<file path="src/verilog/sfe_params.svh">
`ifndef SFE_PARAMS_SVH
`define SFE_PARAMS_SVH

// ---------------------------------------------------------------------------
// Command codes
// ---------------------------------------------------------------------------
`define SFE_CMD_WRITE_ENABLE   8'h06
`define SFE_CMD_WRAP_SETUP     8'h77
`define SFE_CMD_PAGE_ERASE     8'h81
`define SFE_CMD_SECTOR_ERASE   8'h20
`define SFE_CMD_HALF_ERASE     8'h52
`define SFE_CMD_BLOCK_ERASE    8'hD8
`define SFE_CMD_CHIP_ERASE_A   8'h60
`define SFE_CMD_CHIP_ERASE_B   8'hC7

// ---------------------------------------------------------------------------
// Frame lengths in serial bits
// ---------------------------------------------------------------------------
`define SFE_BITS_CMD           6'h08
`define SFE_BITS_ADDR          6'h20
`define SFE_BITS_WRAP          6'h28
`define SFE_BITS_SAT           6'h3F

// ---------------------------------------------------------------------------
// Region sizes in bytes, 25 bits wide to hold the whole 24-bit space
// ---------------------------------------------------------------------------
`define SFE_SIZE_PAGE          25'h0000100
`define SFE_SIZE_SECTOR        25'h0001000
`define SFE_SIZE_HALF          25'h0008000
`define SFE_SIZE_BLOCK         25'h0010000
`define SFE_SIZE_ARRAY         25'h1000000

// ---------------------------------------------------------------------------
// Wrap settings: reset value and position of the wrap byte in the shift word
// ---------------------------------------------------------------------------
`define SFE_WRAP_RESET         3'h1
`define SFE_WRAP_MSB           6
`define SFE_WRAP_LSB           4

// ---------------------------------------------------------------------------
// Timing: clock rate and erase times in microseconds
// ---------------------------------------------------------------------------
`define SFE_CLK_MHZ            10
`define SFE_PAGE_ERASE_US      1000
`define SFE_SECTOR_ERASE_US    2000
`define SFE_HALF_ERASE_US      4000
`define SFE_BLOCK_ERASE_US     8000
`define SFE_CHIP_ERASE_US      100000

`endif

</file>
<file path="src/verilog/sfe_pkg.sv">
package sfe_pkg;

  // -------------------------------------------------------------------------
  // Types
  // -------------------------------------------------------------------------
  typedef enum logic [2:0] {
    EK_PAGE   = 3'h0,
    EK_SECTOR = 3'h1,
    EK_HALF   = 3'h2,
    EK_BLOCK  = 3'h3,
    EK_CHIP   = 3'h4
  } sfe_kind_e;

  typedef enum logic [1:0] {
    ST_READY   = 2'b01,
    ST_ERASING = 2'b10
  } sfe_state_e;

  // Wrap settings in the order of the wrap byte: length field above disable bit.
  typedef struct packed {
    logic [1:0] wrap_length_field;
    logic       wrap_disable_bit;
  } sfe_wrap_s;

  typedef struct packed {
    sfe_kind_e   kind;
    logic [23:0] addr;
  } sfe_erase_s;

endpackage : sfe_pkg

</file>
<file path="src/verilog/sfe_cmd.sv">
`timescale 1ns/1ps
`include "sfe_params.svh"

// Notes on behaviour
// - 77h, 24 dummy bits, wrap byte stored
// - Quad reads stay inside selected section
// - Length field picks 8/16/32/64; default off
// - Sections align in 256-byte pages; single-line
// - 81h plus address erases containing page
// - Erase needs write enable latch set first
// - Address erases end exactly after 32 bits
// - 60h/C7h chip erase ends after eight bits
// - Timed erase cycle starts at select rise
// - Busy bit high while erasing, then low
// - Latch cleared before erase cycle ends
// - 20h plus address erases containing sector
// - 52h plus address erases containing half block
// - D8h plus address erases containing block
// - Protected regions are never erased
// - Chip erase only with all protect bits zero
// - Wrapped reads return to section start
module sfe_cmd
  import sfe_pkg::*;
#(
  parameter int unsigned PAGE_ERASE_CYC   = `SFE_PAGE_ERASE_US * `SFE_CLK_MHZ,
  parameter int unsigned SECTOR_ERASE_CYC = `SFE_SECTOR_ERASE_US * `SFE_CLK_MHZ,
  parameter int unsigned HALF_ERASE_CYC   = `SFE_HALF_ERASE_US * `SFE_CLK_MHZ,
  parameter int unsigned BLOCK_ERASE_CYC  = `SFE_BLOCK_ERASE_US * `SFE_CLK_MHZ,
  parameter int unsigned CHIP_ERASE_CYC   = `SFE_CHIP_ERASE_US * `SFE_CLK_MHZ
) (
  // Clock and reset.
  input  wire logic        clk_i,
  input  wire logic        arst_n_i,
  // Serial pins from the host.
  input  wire logic        cs_n_i,
  input  wire logic        sclk_i,
  input  wire logic        si_i,
  // Protection settings from the status register.
  input  wire logic [4:0]  protect_bits_i,
  // Read address port from the quad read path.
  input  wire logic        rd_load_i,
  input  wire logic [23:0] rd_addr_i,
  input  wire logic        rd_step_i,
  // Status and results.
  output logic             write_in_progress_o,
  output logic             write_enable_latch_o,
  output sfe_wrap_s        wrap_o,
  output logic             erase_start_o,
  output sfe_erase_s       erase_o,
  output logic      [23:0] rd_addr_o
);
  // -------------------------------------------------------------------------
  // Reset release and pin synchronisers
  // -------------------------------------------------------------------------
  logic rst_meta_reg, rst_n;
  logic cs_meta_reg, cs_sync_reg, cs_d_reg;
  logic sclk_meta_reg, sclk_sync_reg, sclk_d_reg;
  logic si_meta_reg, si_sync_reg;
  // Reset enters asynchronously but is released on the clock.
  always_ff @(posedge clk_i or negedge arst_n_i) begin
    if (!arst_n_i) begin
      rst_meta_reg <= 1'b0;
      rst_n        <= 1'b0;
    end else begin
      rst_meta_reg <= 1'b1;
      rst_n        <= rst_meta_reg;
    end
  end
  // The link clock is only sampled; its edges are found from the synced copy.
  always_ff @(posedge clk_i or negedge rst_n) begin
    if (!rst_n) begin
      cs_meta_reg   <= 1'b1;
      cs_sync_reg   <= 1'b1;
      cs_d_reg      <= 1'b1;
      sclk_meta_reg <= 1'b0;
      sclk_sync_reg <= 1'b0;
      sclk_d_reg    <= 1'b0;
      si_meta_reg   <= 1'b0;
      si_sync_reg   <= 1'b0;
    end else begin
      cs_meta_reg   <= cs_n_i;
      cs_sync_reg   <= cs_meta_reg;
      cs_d_reg      <= cs_sync_reg;
      sclk_meta_reg <= sclk_i;
      sclk_sync_reg <= sclk_meta_reg;
      sclk_d_reg    <= sclk_sync_reg;
      si_meta_reg   <= si_i;
      si_sync_reg   <= si_meta_reg;
    end
  end
  logic cs_rise, cs_fall, sclk_rise;
  assign cs_rise   = cs_sync_reg & ~cs_d_reg;
  assign cs_fall   = ~cs_sync_reg & cs_d_reg;
  assign sclk_rise = sclk_sync_reg & ~sclk_d_reg;
  // -------------------------------------------------------------------------
  // Frame shifter: single-line input, sampled on the serial clock rise
  // -------------------------------------------------------------------------
  logic [5:0]  cnt_reg, cnt_next;
  logic [7:0]  cmd_reg, cmd_next;
  logic [23:0] addr_reg, addr_next;
  // The counter saturates so a long frame never aliases onto a valid length.
  always_comb begin
    cnt_next  = cnt_reg;
    cmd_next  = cmd_reg;
    addr_next = addr_reg;
    if (cs_fall) begin
      cnt_next = 6'h00;
    end else if (!cs_sync_reg && sclk_rise) begin
      if (cnt_reg != `SFE_BITS_SAT) begin
        cnt_next = cnt_reg + 6'h01;
      end
      if (cnt_reg < `SFE_BITS_CMD) begin
        cmd_next = {cmd_reg[6:0], si_sync_reg};
      end else begin
        addr_next = {addr_reg[22:0], si_sync_reg};
      end
    end
  end

  always_ff @(posedge clk_i or negedge rst_n) begin
    if (!rst_n) begin
      cnt_reg  <= 6'h00;
      cmd_reg  <= 8'h00;
      addr_reg <= 24'h000000;
    end else begin
      cnt_reg  <= cnt_next;
      cmd_reg  <= cmd_next;
      addr_reg <= addr_next;
    end
  end
  // -------------------------------------------------------------------------
  // Decode helpers
  // -------------------------------------------------------------------------
  function automatic sfe_kind_e kind_of(input logic [7:0] cmd);
    case (cmd)
      `SFE_CMD_PAGE_ERASE:   kind_of = EK_PAGE;
      `SFE_CMD_SECTOR_ERASE: kind_of = EK_SECTOR;
      `SFE_CMD_HALF_ERASE:   kind_of = EK_HALF;
      `SFE_CMD_BLOCK_ERASE:  kind_of = EK_BLOCK;
      default:               kind_of = EK_CHIP;
    endcase
  endfunction : kind_of
  function automatic logic [24:0] size_of(input sfe_kind_e kind);
    case (kind)
      EK_PAGE:   size_of = `SFE_SIZE_PAGE;
      EK_SECTOR: size_of = `SFE_SIZE_SECTOR;
      EK_HALF:   size_of = `SFE_SIZE_HALF;
      EK_BLOCK:  size_of = `SFE_SIZE_BLOCK;
      default:   size_of = `SFE_SIZE_ARRAY;
    endcase
  endfunction : size_of
  // Protected span: bits 2..0 set its size, bit 3 puts it at the bottom, bit 4 uses sectors.
  function automatic logic prot_hit(input sfe_kind_e kind, input logic [23:0] a,
                                    input logic [4:0] bp);
    logic [24:0] rsz, rlo, psz, plo;
    rsz = size_of(kind);
    rlo = {1'b0, a} & ~(rsz - 25'h0000001);
    psz = (bp[4] ? `SFE_SIZE_SECTOR : `SFE_SIZE_BLOCK) << (bp[2:0] - 3'h1);
    plo = bp[3] ? 25'h0000000 : (`SFE_SIZE_ARRAY - psz);
    if (bp[2:0] == 3'h0) begin
      prot_hit = 1'b0;
    end else begin
      prot_hit = (rlo < plo + psz) && (plo < rlo + rsz);
    end
  endfunction : prot_hit
  function automatic logic [31:0] cycles_of(input sfe_kind_e kind);
    case (kind)
      EK_PAGE:   cycles_of = PAGE_ERASE_CYC;
      EK_SECTOR: cycles_of = SECTOR_ERASE_CYC;
      EK_HALF:   cycles_of = HALF_ERASE_CYC;
      EK_BLOCK:  cycles_of = BLOCK_ERASE_CYC;
      default:   cycles_of = CHIP_ERASE_CYC;
    endcase
  endfunction : cycles_of
  // -------------------------------------------------------------------------
  // Command decision at the chip-select rise
  // -------------------------------------------------------------------------
  logic      addr_cmd, addr_ok, chip_ok, prot_now, start_req, wren_ok, wrap_ok;
  sfe_kind_e kind_now;
  // Frames are judged by exact bit count, so an early or late rise rejects.
  always_comb begin
    addr_cmd  = (cmd_reg == `SFE_CMD_PAGE_ERASE) || (cmd_reg == `SFE_CMD_SECTOR_ERASE) ||
                (cmd_reg == `SFE_CMD_HALF_ERASE) || (cmd_reg == `SFE_CMD_BLOCK_ERASE);
    addr_ok   = addr_cmd && (cnt_reg == `SFE_BITS_ADDR);
    chip_ok   = ((cmd_reg == `SFE_CMD_CHIP_ERASE_A) || (cmd_reg == `SFE_CMD_CHIP_ERASE_B)) &&
                (cnt_reg == `SFE_BITS_CMD);
    kind_now  = chip_ok ? EK_CHIP : kind_of(cmd_reg);
    prot_now  = prot_hit(kind_now, addr_reg, protect_bits_i);
    start_req = cs_rise && write_enable_latch_o &&
                ((addr_ok && !prot_now) ||
                 (chip_ok && (protect_bits_i == 5'h00)));
    wren_ok   = cs_rise && (cmd_reg == `SFE_CMD_WRITE_ENABLE) && (cnt_reg == `SFE_BITS_CMD);
    wrap_ok   = cs_rise && (cmd_reg == `SFE_CMD_WRAP_SETUP) && (cnt_reg == `SFE_BITS_WRAP);
  end
  // -------------------------------------------------------------------------
  // Control state, latch, wrap settings and erase timer
  // -------------------------------------------------------------------------
  sfe_state_e  state_reg, state_next;
  logic [31:0] timer_reg, timer_next;
  logic        wel_next, wip_next, start_next;
  sfe_wrap_s   wrap_next;
  sfe_erase_s  erase_next;
  // While erasing every frame is dropped; status stays visible on the port.
  always_comb begin
    state_next = state_reg;
    timer_next = timer_reg;
    wel_next   = write_enable_latch_o;
    wip_next   = write_in_progress_o;
    wrap_next  = wrap_o;
    erase_next = erase_o;
    start_next = 1'b0;
    case (state_reg)
      ST_READY: begin
        if (start_req) begin
          state_next = ST_ERASING;
          timer_next = cycles_of(kind_now);
          wip_next   = 1'b1;
          wel_next   = 1'b0;
          start_next = 1'b1;
          erase_next = '{kind: kind_now, addr: chip_ok ? 24'h000000 : addr_reg};
        end else if (wren_ok) begin
          wel_next = 1'b1;
        end else if (wrap_ok) begin
          wrap_next = sfe_wrap_s'(addr_reg[`SFE_WRAP_MSB:`SFE_WRAP_LSB]);
        end
      end
      ST_ERASING: begin
        if (timer_reg <= 32'h00000001) begin
          state_next = ST_READY;
          wip_next   = 1'b0;
        end else begin
          timer_next = timer_reg - 32'h00000001;
        end
      end
      default: begin
        state_next = ST_READY;
        wip_next   = 1'b0;
      end
    endcase
  end

  always_ff @(posedge clk_i or negedge rst_n) begin
    if (!rst_n) begin
      state_reg            <= ST_READY;
      timer_reg            <= 32'h00000000;
      write_enable_latch_o <= 1'b0;
      write_in_progress_o  <= 1'b0;
      wrap_o               <= sfe_wrap_s'(`SFE_WRAP_RESET);
      erase_start_o        <= 1'b0;
      erase_o              <= '{kind: EK_PAGE, addr: 24'h000000};
    end else begin
      state_reg            <= state_next;
      timer_reg            <= timer_next;
      write_enable_latch_o <= wel_next;
      write_in_progress_o  <= wip_next;
      wrap_o               <= wrap_next;
      erase_start_o        <= start_next;
      erase_o              <= erase_next;
    end
  end
  // -------------------------------------------------------------------------
  // Read address for the quad read path
  // -------------------------------------------------------------------------
  logic [23:0] rd_addr_next, rd_wrap_addr;
  sfe_wrap_addr u_wrap (
    .addr_i (rd_addr_o),
    .wrap_i (wrap_o),
    .next_o (rd_wrap_addr)
  );
  // A load takes priority so a new command never inherits a stale step.
  always_comb begin
    rd_addr_next = rd_addr_o;
    if (rd_load_i) begin
      rd_addr_next = rd_addr_i;
    end else if (rd_step_i) begin
      rd_addr_next = rd_wrap_addr;
    end
  end

  always_ff @(posedge clk_i or negedge rst_n) begin
    if (!rst_n) begin
      rd_addr_o <= 24'h000000;
    end else begin
      rd_addr_o <= rd_addr_next;
    end
  end
endmodule : sfe_cmd

</file>
<file path="src/verilog/sfe_wrap_addr.sv">
`timescale 1ns/1ps

module sfe_wrap_addr
  import sfe_pkg::*;
(
  // Current read address and settings.
  input  wire logic [23:0] addr_i,
  input  wire sfe_wrap_s   wrap_i,
  // Address of the following byte.
  output logic      [23:0] next_o
);

  // -------------------------------------------------------------------------
  // Section arithmetic
  // -------------------------------------------------------------------------
  logic [23:0] mask;
  logic [23:0] incr;

  // Sections are 8, 16, 32 or 64 bytes and aligned, so they never leave a page.
  always_comb begin
    mask = {18'h00000, 6'h07};
    case (wrap_i.wrap_length_field)
      2'h0:    mask = {18'h00000, 6'h07};
      2'h1:    mask = {18'h00000, 6'h0F};
      2'h2:    mask = {18'h00000, 6'h1F};
      default: mask = {18'h00000, 6'h3F};
    endcase
    incr = addr_i + 24'h000001;
    if (wrap_i.wrap_disable_bit) begin
      next_o = incr;
    end else begin
      next_o = (addr_i & ~mask) | (incr & mask);
    end
  end

endmodule : sfe_wrap_addr

</file>
<file path="config.mk">
export PLATFORM = sky130hd
export DESIGN_NAME = sfe_cmd
export DESIGN_NICKNAME = d
export VERILOG_FILES = /design/src/verilog/sfe_pkg.sv /design/src/verilog/sfe_cmd.sv /design/src/verilog/sfe_wrap_addr.sv
export VERILOG_INCLUDE_DIRS = /design/src /design/src/verilog
export SDC_FILE = /design/constraint.sdc
export NUM_CORES = 1
export LEC_CHECK = 0
export BUFFER_PORTS_ARGS = -buffer_cell sky130_fd_sc_hd__clkbuf_2
export CAP_MARGIN = 10
export CORE_UTILIZATION = 40
export DETAILED_ROUTE_END_ITERATION = 8
export GPL_TIMING_DRIVEN = 0
export SLEW_MARGIN = 40
export SYNTH_ARGS = -nofsm -noshare
export SYNTH_HDL_FRONTEND = slang
export SYNTH_SLANG_ARGS = --single-unit
</file>
<file path="constraint.sdc">
create_clock -name clk_i -period 7.9 [get_ports clk_i]
set_input_delay 0.79 -clock clk_i [delete_from_list [all_inputs] [get_ports clk_i]]
set_output_delay 0.79 -clock clk_i [all_outputs]
set_load 0.03 [all_outputs]
</file>
After elaboration in Yosys (flattened, before gate mapping)
Index checks and enable logic that the tools add are counted.
{ "totals": {"register_bits": 139, "latchBits": 0, "ramBits": 0, "rom_bits": 0, "inputBits": 36, "output_inout_bits": 57, "wordCells": 138, "memories": 0} }
{ "op_classes": {"addsub": 8, "multipliers": 0, "div_mod_pow": 0, "magnitude_cmp": 4, "eq_ne": 22, "shifts": 1, "mux": 28, "bitwise_logic": 16, "n_reduce_logical": 36} }
{ "op_table": {"columns": ["operator", "n"], "rows": [
  ["25-bit one-hot mux with 4 select lines", 1],
  ["24-bit 2-to-1 mux", 4],
  ["20-bit one-hot mux with 4 select lines", 1],
  ["32-bit 2-to-1 mux", 2],
  ["32-bit one-hot mux with 2 select lines", 1],
  ["25-bit adder", 2],
  ["25-bit less-than comparator", 2],
  ["32-bit by 1-bit less-or-equal comparator with 1-bit output, second input constant", 1],
  ["32-bit by 1-bit subtractor with 32-bit output, second input constant", 1],
  ["24-bit by 25-bit AND with 25-bit output", 1],
  ["25-bit 2-to-1 mux", 1],
  ["25-bit NOT", 1],
  ["17-bit by 3-bit << shifter with 25-bit output", 1],
  ["25-bit by 1-bit subtractor with 25-bit output, second input constant", 1],
  ["25-bit subtractor, first input constant", 1],
  ["24-bit by 1-bit adder with 24-bit output, second input constant", 1],
  ["24-bit AND", 1],
  ["24-bit by 6-bit AND with 24-bit output", 1],
  ["8-bit by 7-bit == test with 1-bit output, second input constant", 3],
  ["8-bit == test, second input constant", 3],
  ["6-bit NOT with 24-bit output", 1],
  ["24-bit OR", 1],
  ["6-bit 2-to-1 mux", 3],
  ["6-bit one-hot mux with 3 select lines", 1],
  ["other kinds (32)", 79]
]} }

Depth between registers and ports, before layout
{ "logic_depth": {"ltp_word": 19, "ltp_mapped": 29, "mapped_depth_nobuf": 24} }

Modules after synthesis
Synthesis repeated with hierarchy kept, for this count alone.
{ "hier_totals": {"cells_unflattened": 944, "area_unflattened_um2": 8730.9} }
{ "by_module_without_submodules": {"columns": ["mod", "n_inst", "cells_each", "area_per_inst_um2", "seq_area_each_um2"], "rows": [
  ["sfe_cmd", 1, 878, 8271.7, 3459.6],
  ["sfe_wrap_addr", 1, 66, 459.2, 0.0]
]} }

Worst setup path after synthesis
OpenSTA, ideal clock, no wires.
{ "synth_timing": {"kind": "input-to-reg", "start": "in protect_bits_i[0]", "end": "reg erase_o[25] in the netlist's numbering", "setup_ps": 125, "arrival_time_ps": 6283, "t_required_ps": 7775, "setup_slack_ps": 1492, "stages": 25, "n_path_buf": 6, "cell_sequence": "clkbuf_1 -> clkinv_1 -> ha_1 -> clkbuf_1 -> clkbuf_1 -> nand3_1 -> ha_1 -> clkbuf_1 -> clkbuf_1 -> a22o_1 -> a21oi_1 -> ha_1 -> a41oi_1 -> nor2b_1 -> nor2_1 -> xor2_1 -> ha_1 -> a2111oi_0 -> o21ai_0 -> a211oi_1 -> a311oi_1 -> o21ai_2 -> a21o_1 -> buf_2 -> mux2_2"} }
{ "synth_between": {"elab_chain_len": 13, "elab_cells_between_ends": 17, "classes_between": "add/sub (3); order compare (2); shift (1); mux (2); reduce/logical (9)"} }
{ "synth_rtl": {"columns": ["item", "line_no", "source"], "rows": [
  ["from (decl)", "sfe_cmd.sv:39", "input wire logic [4:0] protect_bits_i,"],
  ["3-bit by 1-bit subtractor with 3-bit output", "sfe_cmd.sv:158", "psz = (bp[4] ? `SFE_SIZE_SECTOR : `SFE_SIZE_BLOCK) << (bp[2:0] - 3'h1);"],
  ["17-bit by 3-bit << shifter with 25-bit output", "sfe_cmd.sv:158", null],
  ["25-bit subtractor (no line)", null, null],
  ["25-bit 2-to-1 mux", "sfe_cmd.sv:159", "plo = bp[3] ? 25'h0000000 : (`SFE_SIZE_ARRAY - psz);"],
  ["25-bit adder", "sfe_cmd.sv:163", "prot_hit = (rlo < plo + psz) && (plo < rlo + rsz);"],
  ["25-bit less-than comparator", "sfe_cmd.sv:163", null],
  ["1-bit logical AND", "sfe_cmd.sv:163", null],
  ["1-bit 2-to-1 mux", "sfe_cmd.sv:160", "if (bp[2:0] == 3'h0) begin"],
  ["1-bit zero test", "sfe_cmd.sv:190", "((addr_ok && !prot_now) ||"],
  ["1-bit logical AND", "sfe_cmd.sv:190", null],
  ["1-bit logical OR (*)", "sfe_cmd.sv:190", null],
  ["1-bit logical AND (*)", "sfe_cmd.sv:189", "start_req = cs_rise && write_enable_latch_o &&"],
  ["2-bit AND reduction (no line) (*)", null, null],
  ["to (signal assigned)", "sfe_cmd.sv:250", "erase_o <= '{kind: EK_PAGE, addr: 24'h000000};"],
  ["to (signal assigned)", "sfe_cmd.sv:258", "erase_o <= erase_next;"],
  ["to (decl)", "sfe_cmd.sv:49", "output sfe_erase_s erase_o,"]
]} }
Mark *: on every way between the ends. The rest lies on a longest branch, timed or not.
A chain may end at the register's enable or synchronous reset.

Worst setup path in the final report
{ "layout_timing": {"start": "in protect_bits_i[0]", "end": "reg timer_reg[9]"} }
{ "layout_between": {"elab_chain_len": 14, "elab_cells_between_ends": 18, "classes_between": "add/sub (3); order compare (2); eq/ne (1); shift (1); mux (2); reduce/logical (9)"} }
{ "layout_rtl": {"columns": ["item", "line_no", "source"], "rows": [
  ["3-bit by 1-bit subtractor with 3-bit output", "sfe_cmd.sv:158", null],
  ["17-bit by 3-bit << shifter with 25-bit output", "sfe_cmd.sv:158", null],
  ["25-bit subtractor (no line)", null, null],
  ["25-bit 2-to-1 mux", "sfe_cmd.sv:159", null],
  ["25-bit adder", "sfe_cmd.sv:163", null],
  ["25-bit less-than comparator", "sfe_cmd.sv:163", null],
  ["1-bit logical AND", "sfe_cmd.sv:163", null],
  ["1-bit 2-to-1 mux", "sfe_cmd.sv:160", null],
  ["1-bit zero test", "sfe_cmd.sv:190", null],
  ["1-bit logical AND", "sfe_cmd.sv:190", null],
  ["1-bit logical OR (*)", "sfe_cmd.sv:190", null],
  ["1-bit logical AND (*)", "sfe_cmd.sv:189", null],
  ["2-bit != test (no line) (*)", null, null],
  ["3-bit AND reduction (no line) (*)", null, null],
  ["to (signal assigned)", "sfe_cmd.sv:253", "timer_reg <= timer_next;"],
  ["to (decl)", "sfe_cmd.sv:199", "logic [31:0] timer_reg, timer_next;"]
]} }
Marks and branches as above.

==> flow_summary.yaml <==
run_status:
  run_status: "finished clean"
sta:
  rsz0062_at_grt: "no"
  hold_viol: 0
  fin_crit_ns: 7.41
  slew_headroom_pct: 47.4
  fin_crit_sh_pct: 93.9
  fmax_mhz: 135
  skew_ns: 0.0104
  drv_slew: 0
  whs_ns: 0.144
  setup_viol: 0
  fin_tns_setup_ns: 0
  worst_slew_pin_slew_ns: 0.784
power_and_ir_drop:
  total_power_mw: 1.75
  p_comb_share_pct: 13.5
  p_clk_share_pct: 42.9
  seq_power_share_pct: 43.6
  p_switching_mw: 0.491
  power_switching_share_pct: 28.0
  internal-power_mw: 1.26
  ir_worst_vdd_mv: 0.145
  cellLeakagePower_nw: 4.45
  powerDensity_nw_per_um2: 176
yosys:
  synth_area_um2: 8480
  ys_seq_elements: 138
  syn-instance-count: 914
  synth_cell_types: 78
  yosysSeqAreaShare_pct: 40.8
  ys_warn_count: 0
  async_flop_share_pct: 100
  synth-main-ff-cell: "dfrtp_1"
  synth_nets: 990
  synth_edf_count: 0
  synth.avg_cell_area_um2: 9.28
clock_tree:
  root_buffer: "clkbuf_16"
  ctsHoldBuffers: 0
  clkSinkCount: 138
  clk_pin_slew_ns: 0.06
  numCtsBuffers: 17
  clk_latency_ns: 0.43
  cts_max_path_buffers: 2
  cts_tree: "done"
  htreeDepth: 4
global_routing:
  grt_first_pass_wirelength_mm: 34.6
  grt_max_degree: 43
  antenna_found_initial: 0
  grt_pass1_vias: 6833
  grt.overflow.total: 0
  grtUsageTotal_pct: 19.9
worst_setup_path:
  end_kind: "flop"
  cp.depth: 27
  cp_slowest_cell: "a2111oi_0"
  critPathMaxFanout: 10
  critPathArrivalTime_ns: 7.72
  cp_top_family: "compound AO/OA/AOI/OAI gates"
  critPathKind: "input port to flop"
  path_buf_inv: 7
  crit_required_ns: 8.21
  critPathMaxStageDelay_ns: 0.53
  worstRegToRegCells: 20
  worstSetupStartpointType: "input port"
finish:
  nets: 1106
  fin_area_um2: 9970
  drive_gt1_share_pct: 20.3
  largest_reg_flops: 32
  areaGrowthSynthToFinish_pct: 17.5
  mostFrequentLayoutCells: "dfrtp_1 (132), clkbuf_2 (93), nor2_1 (86)"
  final_common_cell: "dfrtp_1"
  diodes: 0
  final_cells: 1312
place:
  place_congestion: 0.888
  placed_cell_area_um2: 9370
  dp_cells: 1280
  dpl.hpwl_mm: 15.8
  port_buffers: 92
detailed_routing:
  drtIter0Drc: 465
  wl_mm: 21.2
  dr.pass1.iters: 5
  routed_via_density: 5.56
  routed-via-count: 7299
  final_antenna_net_count: 0
  drc: 0
  post_drt_wl_per_cell_um: 16.2
die:
  die_w_um: 148
  core_area_um2: 20500
  dieHeight_um: 148
  ios: 93
  start_util_pct: 41.4
  dieArea_um2: 21800
  rows: 52
worst_hold_path:
  min-delay-path-class: "input port to asynchronous set/reset pin"
flow_run:
  drv_cap: 0
layer usage:
metal | GRT usage (%) | vias to the layer above | wire, µm
li1 | - | 3595 | -
met3 | 3.70 | 23 | 1100
met4 | 5.72 | 0 | 240
met1 | 28.3 | 3476 | 10500
met2 | 30.9 | 205 | 9410
met5 | 0 | - | 0
path summary, 6_finish.rpt:
check / to / start / slack, ns
max: timer_reg[9]$_DFFE_PN0P_ / protect_bits_i[0] / 0.49
min: rst_n$_DFF_PN0_ / arst_n_i / 0.14
max reg2reg: timer_reg[9]$_DFFE_PN0P_ / cmd_reg[3]$_DFFE_PN0P_ / 1.78
min reg2reg: rd_addr_o[15]$_DFFE_PN0P_ / rst_n$_DFF_PN0_ / 0.17
max in group asynchronous: cs_meta_reg$_DFF_PN1_ / rst_n$_DFF_PN0_ / 6.89
min in group clk_i: rst_n$_DFF_PN0_ / rst_meta_reg$_DFF_PN0_ / 0.35
cell usage after synthesis, drive strengths merged (3+ instances only):
cell type	n	area, µm²
nand3b	4	30.0
nand4	15	93.8
dfstp	5	131
a211oi	4	30.0
a21oi	47	239
o211ai	7	52.6
a2bb2oi	4	35.0
a311oi	8	70.1
or4	8	63.8
nor4	10	68.8
nor2	88	349
nor3	30	150
o221ai	8	70.1
nand3	22	115
and2	13	81.3
o31ai	6	58.8
ha	40	500
inv	33	126
a31oi	16	100
a2111oi	3	45.1
a22oi	6	45.0
or3	4	25.0
xnor2	22	193
o22ai	5	31.3
nor2b	12	75.1
a21o	9	67.6
o21a	7	52.6
o32ai	3	26.3
or3b	3	26.3
nor3b	4	30.0
and3	12	75.1
and4	3	26.3
xor2	24	210
dfrtp	133	3330
a41oi	6	52.6
buf	14	83.8
clkbuf	29	109
nand2	85	319
o21ai	55	279
or2	5	33.8
mux2i	5	50.1
mux2	35	394
a22o	28	245
nand2b	9	56.3
power groups by stage:
stage	registers (mW)	logic (mW)	clock network, mW
6_report	0.764	0.237	0.751
5_1_grt	0.768	0.264	0.801
4_1_cts	0.764	0.236	0.770
3_5_place_dp	0.777	0.235	0
3_3_place_gp	0.788	0.214	0
2_1_floorplan	0.800	0.137	0
cell type report:
class / instances / area (µm²)
Clock inverter: 13 / 121
Clock buffer: 18 / 439
Timing Repair Buffer: 98 / 541
Tap cell: 270 / 338
Inverter: 34 / 130
Sequential cell: 138 / 3460
Buffer: 42 / 190
Multi-Input combinational cell: 699 / 4740
Fill cell: 1961 / 10500
cell families after synthesis:
| family | Yosys count | synth area share [%] |
|---|---|---|
| simple gates | 332 | 19.6 |
| compound gates | 240 | 19.9 |
| flops | 138 | 40.8 |
| buf+inv | 77 | 3.81 |
| xor+xnor | 46 | 4.75 |
| fa+ha+maj | 40 | 5.90 |
| mux | 40 | 5.24 |
| other cells | 1 | 0.0442 |
metrics by stage:
step | util, % | setup slack [ns]
5_1_grt | 48.6 | 0.0240
4_1_cts | 48.5 | 0.0789
3_5_place_dp | 45.7 | -0.350
3_3_place_gp | 45.3 | -0.362
6_report | 48.6 | 0.486
2_1_floorplan | - | 1.49
timing repair:
action                     CTS  global route
resized for setup            0             4
setup endpoints to repair    0            59
buffers inserted             0             2
Power figures use the tool's default switching activity.
